## config.mk

```make
export PLATFORM = sky130hd
export DESIGN_NAME = tcts_sequencer
export DESIGN_NICKNAME = d
export VERILOG_FILES = /design/src/hw/tcts_pkg.sv /design/src/hw/tcts_sequencer.sv
export SDC_FILE = /design/constraint.sdc
export NUM_CORES = 1
export LEC_CHECK = 0
export ABC_CLOCK_PERIOD_IN_PS = 3340
export BUFFER_PORTS_ARGS = -buffer_cell sky130_fd_sc_hd__buf_2
export CAP_MARGIN = 25
export CELL_PAD_IN_SITES_DETAIL_PLACEMENT = 1
export CELL_PAD_IN_SITES_GLOBAL_PLACEMENT = 1
export CORE_UTILIZATION = 25
export DETAILED_ROUTE_END_ITERATION = 10
export PLACE_DENSITY = 0.65
export SETUP_SLACK_MARGIN = 0.5
export SKIP_CTS_REPAIR_TIMING = 1
export SLEW_MARGIN = 20
export SYNTH_ARGS = -nofsm -noshare
export SYNTH_HDL_FRONTEND = slang
export SYNTH_SLANG_ARGS = --single-unit
export TNS_END_PERCENT = 50
```

## constraint.sdc

```tcl
create_clock -name sys_clk_in -period 3.34 [get_ports sys_clk_in]
set_input_delay 0.668 -clock sys_clk_in [delete_from_list [all_inputs] [get_ports sys_clk_in]]
set_output_delay 0.668 -clock sys_clk_in [all_outputs]
set_load 0.03 [all_outputs]
```

## src/hw/tcts_pkg.sv

```systemverilog
// Package for the terminal confidence test sequencer.
// Assumes a single 125 MHz system clock; all counts are in cycles of it.
package tcts_pkg;

	localparam int          LAMP_COUNT       = 8;
	localparam logic [7:0]  LAMPS_ALL_ON     = 8'hff;
	localparam logic [7:0]  LAMPS_RST        = 8'h00;
	localparam int          LAMP_DISPLAY     = 0;
	localparam int          LAMP_MAIN_RAM    = 1;
	localparam int          LAMP_ROM_A       = 2;
	localparam int          LAMP_ROM_B       = 3;
	localparam int          LAMP_SERIAL      = 4;
	localparam int          LAMP_COMM_PROC   = 5;
	localparam int          LAMP_LINK        = 6;
	localparam int          LAMP_COMM_RAM    = 7;
	localparam int          ROM_BLOCK_BYTES  = 2048;
	localparam int          CLK_PERIOD_NS    = 8;
	localparam int          BUZZ_TIME_NS     = 100000;
	localparam int          BUZZ_CYCLES      = BUZZ_TIME_NS / CLK_PERIOD_NS;
	localparam int          RESET_HOLD_NS    = 1000;
	localparam int          RESET_CYCLES     = (RESET_HOLD_NS + CLK_PERIOD_NS - 1) / CLK_PERIOD_NS;
	localparam logic [7:0]  ASTERISK         = 8'h2a;
	localparam logic [2:0]  SUCCESS_LEN      = 3'h5;
	localparam logic [3:0]  TEST_NONE        = 4'h0;
	localparam logic [15:0] FETCH_ADDR_RST   = 16'h0000;

	// Sequencer states; the subsystem test steps stand in indicator order.
	typedef enum logic [3:0] {
		ST_IDLE    = 4'b0000,
		ST_RESET   = 4'b0001,
		ST_CLEAR   = 4'b0011,
		ST_MAIN    = 4'b0010,
		ST_DISP    = 4'b0110,
		ST_RAM     = 4'b0111,
		ST_ROM     = 4'b0101,
		ST_SERIAL  = 4'b0100,
		ST_CPROC   = 4'b1100,
		ST_LINK    = 4'b1101,
		ST_CRAM    = 4'b1111,
		ST_REPORT  = 4'b1110,
		ST_HALT    = 4'b1010
	} tcts_state_t;

endpackage

```

## src/hw/tcts_sequencer.sv

```systemverilog
// Terminal confidence test sequencer: starts the test, clears refresh memory, steps through
// subsystem tests in order, drives lamps, buzzer and screen, and handles failures.
// Assumes the processors report each subsystem verdict as a one-cycle pass or fail pulse
// on the same clock; start requests from keyboard and comm link come from pins.
`timescale 1ns/1ps
`default_nettype none

module tcts_sequencer
	import tcts_pkg::*;
#(
	parameter int REFRESH_DEPTH = 2048,
	parameter int ROM_BLOCKS    = 16,
	parameter int BUZZ_LEN      = BUZZ_CYCLES
) (
	// Clock and reset.
	input  wire logic                             sys_clk_in,
	input  wire logic                             rst_in,
	// Start requests from pins.
	input  wire logic                             kbd_ctrl_req_in,
	input  wire logic                             comm_esc_req_in,
	// Subsystem verdicts, one-cycle pulses.
	input  wire logic                             test_pass_in,
	input  wire logic                             test_fail_in,
	input  wire logic                             rom_block_bad_in,
	input  wire logic [$clog2(ROM_BLOCKS)-1:0]    rom_block_idx_in,
	input  wire logic                             diag_done_in,
	// Processor control.
	output logic                                  proc_reset_out,
	output logic [15:0]                           main_fetch_addr_out,
	output logic [15:0]                           comm_fetch_addr_out,
	output logic                                  comm_load_out,
	output logic [3:0]                            test_sel_out,
	output logic                                  diag_run_out,
	// Indicators and display.
	output logic [LAMP_COUNT-1:0]                 lamps_out,
	output logic                                  buzzer_out,
	output logic                                  refresh_wr_out,
	output logic [$clog2(REFRESH_DEPTH)-1:0]      refresh_addr_out,
	output logic [7:0]                            refresh_data_out,
	output logic                                  screen_mirror_out,
	output logic [LAMP_COUNT-1:0]                 screen_lamps_out,
	output logic [ROM_BLOCKS-1:0]                 rom_bad_map_out,
	// Link status.
	output logic                                  online_out,
	output logic                                  result_tx_out,
	output logic                                  test_active_out
);

	localparam int AW = $clog2(REFRESH_DEPTH);
	localparam int BW = $clog2(BUZZ_LEN + 1);
	localparam int RW = $clog2(RESET_CYCLES + 1);

	// Pin synchronisers: three stages, change counts when stages two and three agree.
	logic [2:0] kbd_sync_ff;
	logic [2:0] esc_sync_ff;
	logic       kbd_lvl_ff;
	logic       esc_lvl_ff;
	logic       nxt_kbd_lvl;
	logic       nxt_esc_lvl;

	always_comb begin
		nxt_kbd_lvl = kbd_lvl_ff;
		nxt_esc_lvl = esc_lvl_ff;
		if (kbd_sync_ff[1] == kbd_sync_ff[2]) begin
			nxt_kbd_lvl = kbd_sync_ff[2];
		end
		if (esc_sync_ff[1] == esc_sync_ff[2]) begin
			nxt_esc_lvl = esc_sync_ff[2];
		end
	end

	always_ff @(posedge sys_clk_in or posedge rst_in) begin
		if (rst_in) begin
			kbd_sync_ff <= 3'h0;
			esc_sync_ff <= 3'h0;
			kbd_lvl_ff  <= 1'b0;
			esc_lvl_ff  <= 1'b0;
		end else begin
			kbd_sync_ff <= {kbd_sync_ff[1:0], kbd_ctrl_req_in};
			esc_sync_ff <= {esc_sync_ff[1:0], comm_esc_req_in};
			kbd_lvl_ff  <= nxt_kbd_lvl;
			esc_lvl_ff  <= nxt_esc_lvl;
		end
	end

	wire logic kbd_start = nxt_kbd_lvl & ~kbd_lvl_ff;
	wire logic esc_start = nxt_esc_lvl & ~esc_lvl_ff;

	// Sequencer state.
	tcts_state_t                   state_ff, nxt_state;
	logic [AW-1:0]                 clr_addr_ff, nxt_clr_addr;
	logic [RW-1:0]                 rst_cnt_ff, nxt_rst_cnt;
	logic [BW-1:0]                 buzz_cnt_ff, nxt_buzz_cnt;
	logic [2:0]                    msg_cnt_ff, nxt_msg_cnt;
	logic [LAMP_COUNT-1:0]         lamps_ff, nxt_lamps;
	logic [ROM_BLOCKS-1:0]         rom_bad_ff, nxt_rom_bad;
	logic                          failed_ff, nxt_failed;
	logic                          esc_src_ff, nxt_esc_src;
	logic                          online_ff, nxt_online;
	logic                          tx_ff, nxt_tx;
	logic                          diag_ff, nxt_diag;
	logic                          load_ff, nxt_load;
	logic                          wr_ff, nxt_wr;
	logic [7:0]                    data_ff, nxt_data;
	logic                          mirror_ff, nxt_mirror;
	logic                          fatal_ff, nxt_fatal;

	// Next step in indicator order.
	function automatic tcts_state_t next_test(input tcts_state_t s);
		unique case (s)
			ST_MAIN:   next_test = ST_DISP;
			ST_DISP:   next_test = ST_RAM;
			ST_RAM:    next_test = ST_ROM;
			ST_ROM:    next_test = ST_SERIAL;
			ST_SERIAL: next_test = ST_CPROC;
			ST_CPROC:  next_test = ST_LINK;
			ST_LINK:   next_test = ST_CRAM;
			default:   next_test = ST_REPORT;
		endcase
	endfunction

	// Main processor and ROM failures impair the test itself.
	wire logic fatal_step = (state_ff == ST_MAIN) || (state_ff == ST_ROM);
	wire logic in_test    = (state_ff == ST_MAIN) || (state_ff == ST_DISP) || (state_ff == ST_RAM) ||
	                        (state_ff == ST_ROM) || (state_ff == ST_SERIAL) || (state_ff == ST_CPROC) ||
	                        (state_ff == ST_LINK) || (state_ff == ST_CRAM);
	wire logic start_req  = kbd_start | esc_start;

	always_comb begin
		nxt_state    = state_ff;
		nxt_clr_addr = clr_addr_ff;
		nxt_rst_cnt  = rst_cnt_ff;
		nxt_buzz_cnt = (buzz_cnt_ff != '0) ? buzz_cnt_ff - 1'b1 : buzz_cnt_ff;
		nxt_msg_cnt  = msg_cnt_ff;
		nxt_lamps    = lamps_ff;
		nxt_rom_bad  = rom_bad_ff;
		nxt_failed   = failed_ff;
		nxt_esc_src  = esc_src_ff;
		nxt_online   = online_ff;
		nxt_tx       = 1'b0;
		nxt_diag     = diag_ff;
		nxt_load     = 1'b0;
		nxt_wr       = 1'b0;
		nxt_data     = data_ff;
		nxt_mirror   = mirror_ff;
		nxt_fatal    = fatal_ff;
		if (start_req && (state_ff == ST_IDLE || state_ff == ST_HALT)) begin
			nxt_state   = ST_RESET;
			nxt_rst_cnt = RW'(RESET_CYCLES);
			nxt_esc_src = esc_start;
			nxt_lamps   = LAMPS_ALL_ON;
		end else begin
			unique case (state_ff)
				ST_IDLE, ST_HALT: begin
				end
				ST_RESET: begin
					if (rst_cnt_ff == '0) begin
						nxt_state    = ST_CLEAR;
						nxt_clr_addr = '0;
						nxt_failed   = 1'b0;
						nxt_fatal    = 1'b0;
						nxt_mirror   = 1'b0;
						nxt_rom_bad  = '0;
						nxt_diag     = 1'b0;
					end else begin
						nxt_rst_cnt = rst_cnt_ff - 1'b1;
					end
				end
				ST_CLEAR: begin
					nxt_wr       = 1'b1;
					nxt_data     = 8'h00;
					nxt_clr_addr = clr_addr_ff + 1'b1;
					if (clr_addr_ff == AW'(REFRESH_DEPTH - 1)) begin
						nxt_state = ST_MAIN;
					end
				end
				ST_REPORT: begin
					if (failed_ff) begin
						nxt_mirror = 1'b1;
						nxt_online = ~esc_src_ff & online_ff;
						nxt_state  = ST_IDLE;
					end else if (msg_cnt_ff != SUCCESS_LEN) begin
						nxt_wr      = 1'b1;
						nxt_data    = ASTERISK;
						nxt_clr_addr = AW'(msg_cnt_ff);
						nxt_msg_cnt = msg_cnt_ff + 1'b1;
					end else begin
						nxt_tx    = 1'b1;
						nxt_state = ST_IDLE;
					end
				end
				default: begin
					if (in_test && diag_ff) begin
						if (diag_done_in) begin
							nxt_diag = 1'b0;
							if (fatal_ff) begin
								nxt_mirror = 1'b1;
								nxt_online = ~esc_src_ff & online_ff;
								nxt_state  = ST_HALT;
							end else begin
								nxt_state = next_test(state_ff);
							end
						end
					end else if (in_test) begin
						if (state_ff == ST_ROM && rom_block_bad_in) begin
							nxt_rom_bad[rom_block_idx_in] = 1'b1;
						end
						if (test_pass_in && !(state_ff == ST_ROM && (rom_bad_ff != '0))) begin
							unique case (state_ff)
								ST_MAIN: begin
									nxt_lamps    = LAMPS_ALL_ON;
									nxt_buzz_cnt = BW'(BUZZ_LEN);
								end
								ST_DISP: nxt_lamps[LAMP_DISPLAY] = 1'b0;
								ST_RAM:  nxt_lamps[LAMP_MAIN_RAM] = 1'b0;
								ST_ROM: begin
									nxt_lamps[LAMP_ROM_A] = 1'b0;
									nxt_lamps[LAMP_ROM_B] = 1'b0;
								end
								ST_SERIAL: nxt_lamps[LAMP_SERIAL] = 1'b0;
								ST_CPROC: begin
									nxt_lamps[LAMP_COMM_PROC] = 1'b0;
									nxt_load = 1'b1;
								end
								ST_LINK: nxt_lamps[LAMP_LINK] = 1'b0;
								default: nxt_lamps[LAMP_COMM_RAM] = 1'b0;
							endcase
							nxt_state = next_test(state_ff);
						end else if (test_fail_in || (test_pass_in && state_ff == ST_ROM)) begin
							nxt_failed = 1'b1;
							nxt_diag   = 1'b1;
							nxt_fatal  = fatal_step;
						end
					end
				end
			endcase
		end
	end

	always_ff @(posedge sys_clk_in or posedge rst_in) begin
		if (rst_in) begin
			state_ff    <= ST_RESET;
			clr_addr_ff <= '0;
			rst_cnt_ff  <= RW'(RESET_CYCLES);
			buzz_cnt_ff <= '0;
			msg_cnt_ff  <= 3'h0;
			lamps_ff    <= LAMPS_RST;
			rom_bad_ff  <= '0;
			failed_ff   <= 1'b0;
			esc_src_ff  <= 1'b0;
			online_ff   <= 1'b1;
			tx_ff       <= 1'b0;
			diag_ff     <= 1'b0;
			load_ff     <= 1'b0;
			wr_ff       <= 1'b0;
			data_ff     <= 8'h00;
			mirror_ff   <= 1'b0;
			fatal_ff    <= 1'b0;
		end else begin
			state_ff    <= nxt_state;
			clr_addr_ff <= nxt_clr_addr;
			rst_cnt_ff  <= nxt_rst_cnt;
			buzz_cnt_ff <= nxt_buzz_cnt;
			msg_cnt_ff  <= (nxt_state == ST_CLEAR) ? 3'h0 : nxt_msg_cnt;
			lamps_ff    <= nxt_lamps;
			rom_bad_ff  <= nxt_rom_bad;
			failed_ff   <= nxt_failed;
			esc_src_ff  <= nxt_esc_src;
			online_ff   <= (nxt_state == ST_RESET && state_ff != ST_RESET) ? 1'b1 : nxt_online;
			tx_ff       <= nxt_tx;
			diag_ff     <= nxt_diag;
			load_ff     <= nxt_load;
			wr_ff       <= nxt_wr;
			data_ff     <= nxt_data;
			mirror_ff   <= nxt_mirror;
			fatal_ff    <= nxt_fatal;
		end
	end

	// Registered outputs.
	logic                  proc_rst_ff;
	logic [3:0]            sel_ff;
	logic [AW-1:0]         addr_out_ff;
	logic                  active_ff;
	logic                  buzz_ff;
	logic [LAMP_COUNT-1:0] screen_ff;

	always_ff @(posedge sys_clk_in or posedge rst_in) begin
		if (rst_in) begin
			proc_rst_ff <= 1'b1;
			sel_ff      <= TEST_NONE;
			addr_out_ff <= '0;
			active_ff   <= 1'b0;
			buzz_ff     <= 1'b0;
			screen_ff   <= '0;
		end else begin
			proc_rst_ff <= (nxt_state == ST_RESET);
			sel_ff      <= nxt_state;
			addr_out_ff <= (state_ff == ST_CLEAR) ? clr_addr_ff : nxt_clr_addr;
			active_ff   <= (nxt_state != ST_IDLE) && (nxt_state != ST_HALT);
			buzz_ff     <= (nxt_buzz_cnt != '0);
			screen_ff   <= nxt_mirror ? nxt_lamps : '0;
		end
	end

	assign proc_reset_out      = proc_rst_ff;
	assign main_fetch_addr_out = FETCH_ADDR_RST;
	assign comm_fetch_addr_out = FETCH_ADDR_RST;
	assign comm_load_out       = load_ff;
	assign test_sel_out        = sel_ff;
	assign diag_run_out        = diag_ff;
	assign lamps_out           = lamps_ff;
	assign buzzer_out          = buzz_ff;
	assign refresh_wr_out      = wr_ff;
	assign refresh_addr_out    = addr_out_ff;
	assign refresh_data_out    = data_ff;
	assign screen_mirror_out   = mirror_ff;
	assign screen_lamps_out    = screen_ff;
	assign rom_bad_map_out     = rom_bad_ff;
	assign online_out          = online_ff;
	assign result_tx_out       = tx_ff;
	assign test_active_out     = active_ff;

endmodule

`default_nettype wire

```

**Word-level counts from Yosys, hierarchy flattened**

Cells that the tools add are included.

- Register bits after elaboration: 114
- Bits of input ports: 12
- Output and inout bits: 96
- Word-level logic and storage cells: 227

- Add/subtract/negate cells: 4
- Order comparisons: 2
- Equality and inequality tests: 33
- Mux-type cells: 100
- Bitwise operators: 10
- Reduce and logical (&&, ||, !) cells: 51

Operators by type and width:

| kind | number |
|---|---|
| $mux W14 | 7 |
| $mux W16 | 4 |
| $mux W8 | 8 |
| $mux W11 | 5 |
| $mux W4 | 10 |
| $mux W1 | 39 |
| $pmux W11 S3 | 1 |
| $pmux W16 S2 | 1 |
| $pmux W4 S7 | 1 |
| $reduce_bool A14 Y1 | 2 |
| $pmux W1 S2 | 11 |
| $mux W7 | 3 |
| $eq A4 B4 Y1 const B | 5 |
| $eq A4 B3 Y1 const B | 4 |
| $or A16 B16 Y16 | 1 |
| $pmux W4 S4 | 1 |
| $pmux W8 S2 | 1 |
| $reduce_bool A16 Y1 | 1 |
| $mux W3 | 5 |
| $reduce_bool A3 Y1 | 5 |
| $reduce_and A7 Y1 | 2 |
| $reduce_bool A2 Y1 | 7 |
| $sub A14 B1 Y14 const B | 1 |
| $eq A4 B2 Y1 const B | 3 |
| other kinds (34) | 72 |

**Longest topological paths before layout**

- Depth after elaboration: 16
- Gate-level depth with buffers: 9
- Depth with buffers taken out: 8

**Worst setup path before layout**

Ideal clock, no wire load.

- Path type: input-to-reg
- From: input port test_pass_in
- To: register active_ff (netlist: test_active_out)
- Arrival time: 1924 ps
- Path slack: 1284 ps
- Stages on the path: 7
- Path through: nor2b_1 buf_2 nand3_1 nand2_1 o31a_1 mux2_1 or3_1

- Cells in the longest elaborated chain, start to end: 8
- Elaborated cells on any way between the ends: 9
- Those cells by class: eq/ne: 1; mux: 5; reduce/logical: 3

Ends and longest elaborated chain:

| what | RTL line | text |
|---|---|---|
| start: declaration | tcts_sequencer.sv:22 | `input wire logic test_pass_in,` |
| $logic_and A1 B1 Y1 * | tcts_sequencer.sv:208 | `if (test_pass_in && !(state_ff == ST_ROM && (rom_bad_ff != '0))) begin` |
| $mux W4 * | tcts_sequencer.sv:208 |  |
| $mux W4 * | tcts_sequencer.sv:204 | `end else if (in_test) begin` |
| $mux W4 * | tcts_sequencer.sv:193 | `if (in_test && diag_ff) begin` |
| $pmux W4 S4 * | tcts_sequencer.sv:153 | `unique case (state_ff)` |
| $mux W4 * | tcts_sequencer.sv:147 | `if (start_req && (state_ff == ST_IDLE \|\| state_ff == ST_HALT)) begin` |
| net nxt_state[3] | tcts_sequencer.sv:90 | `tcts_state_t state_ff, nxt_state;` |
| $ne A4 B4 Y1 / $reduce_bool A4 Y1 (equally long branches) | tcts_sequencer.sv:300 | `active_ff <= (nxt_state != ST_IDLE) && (nxt_state != ST_HALT);` |
| $logic_and A1 B1 Y1 * | tcts_sequencer.sv:300 |  |
| end signal: assignment | tcts_sequencer.sv:300 |  |
| end: declaration | tcts_sequencer.sv:284 | `logic active_ff;` |

Mark *: on every way through the listed nets, which the timed path passes. The rest lies on a longest branch.
A chain may end at the register's enable or synchronous reset.

**Final worst setup path**

- From: register state_ff[0]
- To: register active_ff (netlist: test_active_out)

- Cells in the longest elaborated chain, start to end: 14
- Elaborated cells on any way between the ends: 42
- Those cells by class: eq/ne: 13; mux: 12; reduce/logical: 17

Ends and longest elaborated chain:

| what | RTL line | text |
|---|---|---|
| start: declaration | tcts_sequencer.sv:90 |  |
| start signal: assignment | tcts_sequencer.sv:260 | `state_ff <= nxt_state;` |
| $eq A4 B2 Y1 / $eq A4 B3 Y1 (equally long branches) | tcts_sequencer.sv:110, tcts_sequencer.sv:124 |  |
| $logic_or A1 B1 Y1 (3 in a row) | tcts_sequencer.sv:124 | `wire logic in_test = (state_ff == ST_MAIN) \|\| (state_ff == ST_DISP) \|\| (state_ff == ST_RAM) \|\|` |
| $logic_or A1 B1 Y1 (3 in a row) | tcts_sequencer.sv:125 | `(state_ff == ST_ROM) \|\| (state_ff == ST_SERIAL) \|\| (state_ff == ST_CPROC) \|\|` |
| $logic_or A1 B1 Y1 | tcts_sequencer.sv:126 | `(state_ff == ST_LINK) \|\| (state_ff == ST_CRAM);` |
| $mux W4 / $logic_and A1 B1 Y1 (equally long branches) | tcts_sequencer.sv:204, tcts_sequencer.sv:193 |  |
| $mux W4 | tcts_sequencer.sv:193 |  |
| $pmux W4 S4 | tcts_sequencer.sv:153 |  |
| $mux W4 * | tcts_sequencer.sv:147 |  |
| net nxt_state[1] | tcts_sequencer.sv:90 |  |
| $ne A4 B4 Y1 / $reduce_bool A4 Y1 (equally long branches) | tcts_sequencer.sv:300 |  |
| $logic_and A1 B1 Y1 * | tcts_sequencer.sv:300 |  |

Marks and branches as above.

==> impl_metrics.toml <==
[floorplanning]
die_w_um = 148
start_util = 0.259
ios = 108
chipHeight_um = 148
core_um2 = 20500
rows = 52
die-area_um2 = 21800

[placement]
hpwl_um = 9880
port-buffer-count = 70
dpl.cell_count = 878
dpl_cell_area_um2 = 5780
gp_routability_congestion = 0.774

[global_route]
grt-ovfl-total = 0
grt_pass1_vias = 4102
grt_pass1_wl_um = 22100
grtUsageTotal = 0.129
antenna_found_initial = 0
grt_max_degree = 47

[clock_tree]
cts_root_buf = "clkbuf_16"
clk_pin_slew_worst_paths_ns = 0.08
htreeDepth = 3
cts_buffer_depth = 2
cts_buffers = 9
cts_tree = "built"
clk_latency_ns = 0.36
cts.sinks = 104

[synth]
ys_seq_area_frac = 0.493
synthArstFlopShare = 1.00
yosysUniqueCellTypes = 69
synthTopCellsByArea = "dfrtp_1 (45%), buf_4 (6.5%), nand2_1 (4.6%), dfstp_2 (4.5%), nor2_1 (3.8%)"
synth_top_area_frac = 0.448
syn_inst = 560
yosys_warnings = 0
syn_area_um2 = 5300
synth_edf_count = 0
synth_ff_type = "dfrtp_1"
synth_area_per_cell_um2 = 9.47
synth_top_area_cell = "dfrtp_1"
ys_ff_latch = 104

[detailed_routing]
ant_nets = 0
routedWlPerCell_um = 15.3
vias_per_cell = 4.66
firstDrtPassIters = 4
first_iter_violations = 153
vias = 4164
drc = 0
wirelength_um = 13600

[run_status]
status = "finished, final reports clean"

[worst_setup_path]
r2r-start = "state_ff[0]"
crit_type = "flip-flop to flip-flop"
critPathCaptureType = "flip-flop"
cp_max_fo = 9
rrSetupSlack_ns = 0.88
critPathRequiredTime_ns = 3.57
worstPathArrival_ns = 2.69
startpoint_type = "flip-flop"
r2r_end = "test_active_out"
worstRegToRegCells = 6

[pwr]
powerDensity_nw_per_um2 = 891
p_leak_nw = 2.81
ir_drop_v = 0.000323
power_mw = 5.40

[timing]
setup_viol = 0
setup_tns_ns = 0
timing.fmax_ghz = 0.407
finalHoldViolations = 0
rsz0062_at_grt = "false"
relSlewSlack = 0.483
fin_skew_ns = 0.0138
tightest_slew_ns = 0.774
slew_violations = 0
timing.final.crit_share = 0.735
period_minus_slack_ns = 2.46

[finish]
final_cell_area_um2 = 6070
syn_to_final_growth_pct = 14.5
antenna_cells = 0
drive_gt1_frac = 0.191
fin_nets = 637
layout.cells.non_filler = 894
utilization = 0.296

[worst_hold_path]
hp-class = "flip-flop to flip-flop"
min_to = "kbd_sync_ff[1]"
worstHoldPathCells = 0
hp-start = "kbd_sync_ff[0]"

[flow_run]
cap_violations = 0
-- per-stage QoR --
step | hold WS [ns] | setup slack, ns
detailed placement | 0.336 | 0.688
floorplan | 0.331 | 1.28
global placement | 0.333 | 0.758
CTS | 0.354 | 0.668
finish | 0.352 | 0.885
global route | 0.357 | 0.673
-- power breakdown --
group          internal, mW  total (mW)  switching (mW)
sequential             1.67        2.10           0.430
clock                 0.542        1.05           0.510
combinational         0.780        2.26            1.48
total                  2.99        5.40            2.42
-- cells in the final DEF, fill, tap and decap left out, types with 4 or more instances in the layout --
cell type | netlist | final
a31oi_1 | 14 | 14
a21o_1 | 5 | 5
a21oi_1 | 25 | 25
clkbuf_16 | 0 | 9
a211oi_1 | 6 | 6
and4_1 | 4 | 4
nand4_1 | 8 | 8
inv_1 | 18 | 17
dfstp_2 | 9 | 9
o31ai_1 | 4 | 4
and3_1 | 14 | 14
nor4_1 | 7 | 7
nand2_1 | 65 | 65
nor3_1 | 18 | 18
ha_1 | 6 | 6
nor2b_1 | 8 | 8
nand3_1 | 12 | 12
xor2_1 | 5 | 5
dfrtp_1 | 95 | 94
o21ai_1 | 8 | 8
buf_4 | 46 | 10
xnor2_1 | 8 | 8
o21ai_0 | 25 | 25
conb_1 | 1 | 37
nor2_1 | 54 | 54
mux2i_1 | 4 | 4
buf_2 | 12 | 70
-- worst max path at each step --
stage                     from              end  slack [ns]  depth (start not counted)
3_3_place_gp      test_pass_in  test_active_out        0.76                          7
6_report           state_ff[0]  test_active_out        0.88                          6
2_1_floorplan     test_pass_in  test_active_out        1.28                          7
3_5_place_dp   test_sel_out[3]   clr_addr_ff[9]        0.69                          6
5_1_grt            state_ff[0]   clr_addr_ff[5]        0.67                          7
4_1_cts        test_sel_out[3]   clr_addr_ff[3]        0.67                          6
-- cell families after synthesis --
kind of cell             count (synthesis)  synth area share
AND/OR/NAND/NOR                        225             0.217
AO/OA/AOI/OAI                          115             0.139
flip-flops                             104             0.493
buffers and inverters                   87            0.0970
XOR/XNOR                                13            0.0215
adder cells (fa/ha/maj)                  8            0.0179
multiplexers                             7            0.0139
other                                    1          0.000707
-- sequential cells by signal, indices dropped and copies added, names as in the netlist, 3 cells and up --
register          cells
buzz_cnt_ff          14
screen_lamps_out      8
test_sel_out          4
rst_cnt_ff            7
msg_cnt_ff            3
kbd_sync_ff           3
clr_addr_ff          11
refresh_addr_out     11
rom_bad_map_out      16
esc_sync_ff           3
lamps_out             8
-- synth_stat cells (3+ instances only) --
cell type,n
a211oi_1,6
a21o_1,5
a21oi_1,25
a31oi_1,14
and2_1,3
and3_1,14
and3b_1,3
and4_1,4
buf_2,12
buf_4,46
clkbuf_1,11
dfrtp_1,95
dfstp_2,9
ha_1,6
inv_1,18
mux2i_1,4
nand2_1,65
nand3_1,12
nand3b_1,3
nand4_1,8
nand4b_1,3
nor2_1,54
nor2b_1,8
nor3_1,18
nor4_1,7
nor4b_1,3
o21ai_0,25
o21ai_1,8
o31a_1,3
o31ai_1,4
o32ai_1,3
or3_1,3
xnor2_1,8
xor2_1,5
-- cell type report --
type	instances	area (um^2)
Inverter	18	71.3
Clock inverter	5	47.5
Timing Repair Buffer	81	445
Tap cell	270	338
Sequential cell	104	2620
Fill cell	2388	14400
Clock buffer	11	243
Multi-Input combinational cell	405	2310
-- critical path: stages (launching register included) --
cell     delay (ns)
dfstp_2        0.42
nor2b_1        0.54
nand2_2        0.17
o31a_1         0.36
o32a_1         0.23
mux2_1         0.30
or3_1          0.31
-- metal layers --
metal  GRT usage  wire length, um
met5           0                0
met2       0.211             6490
met3      0.0333              507
met4      0.0325              163
met1       0.171             6480
Power figures use the tool's default switching activity.
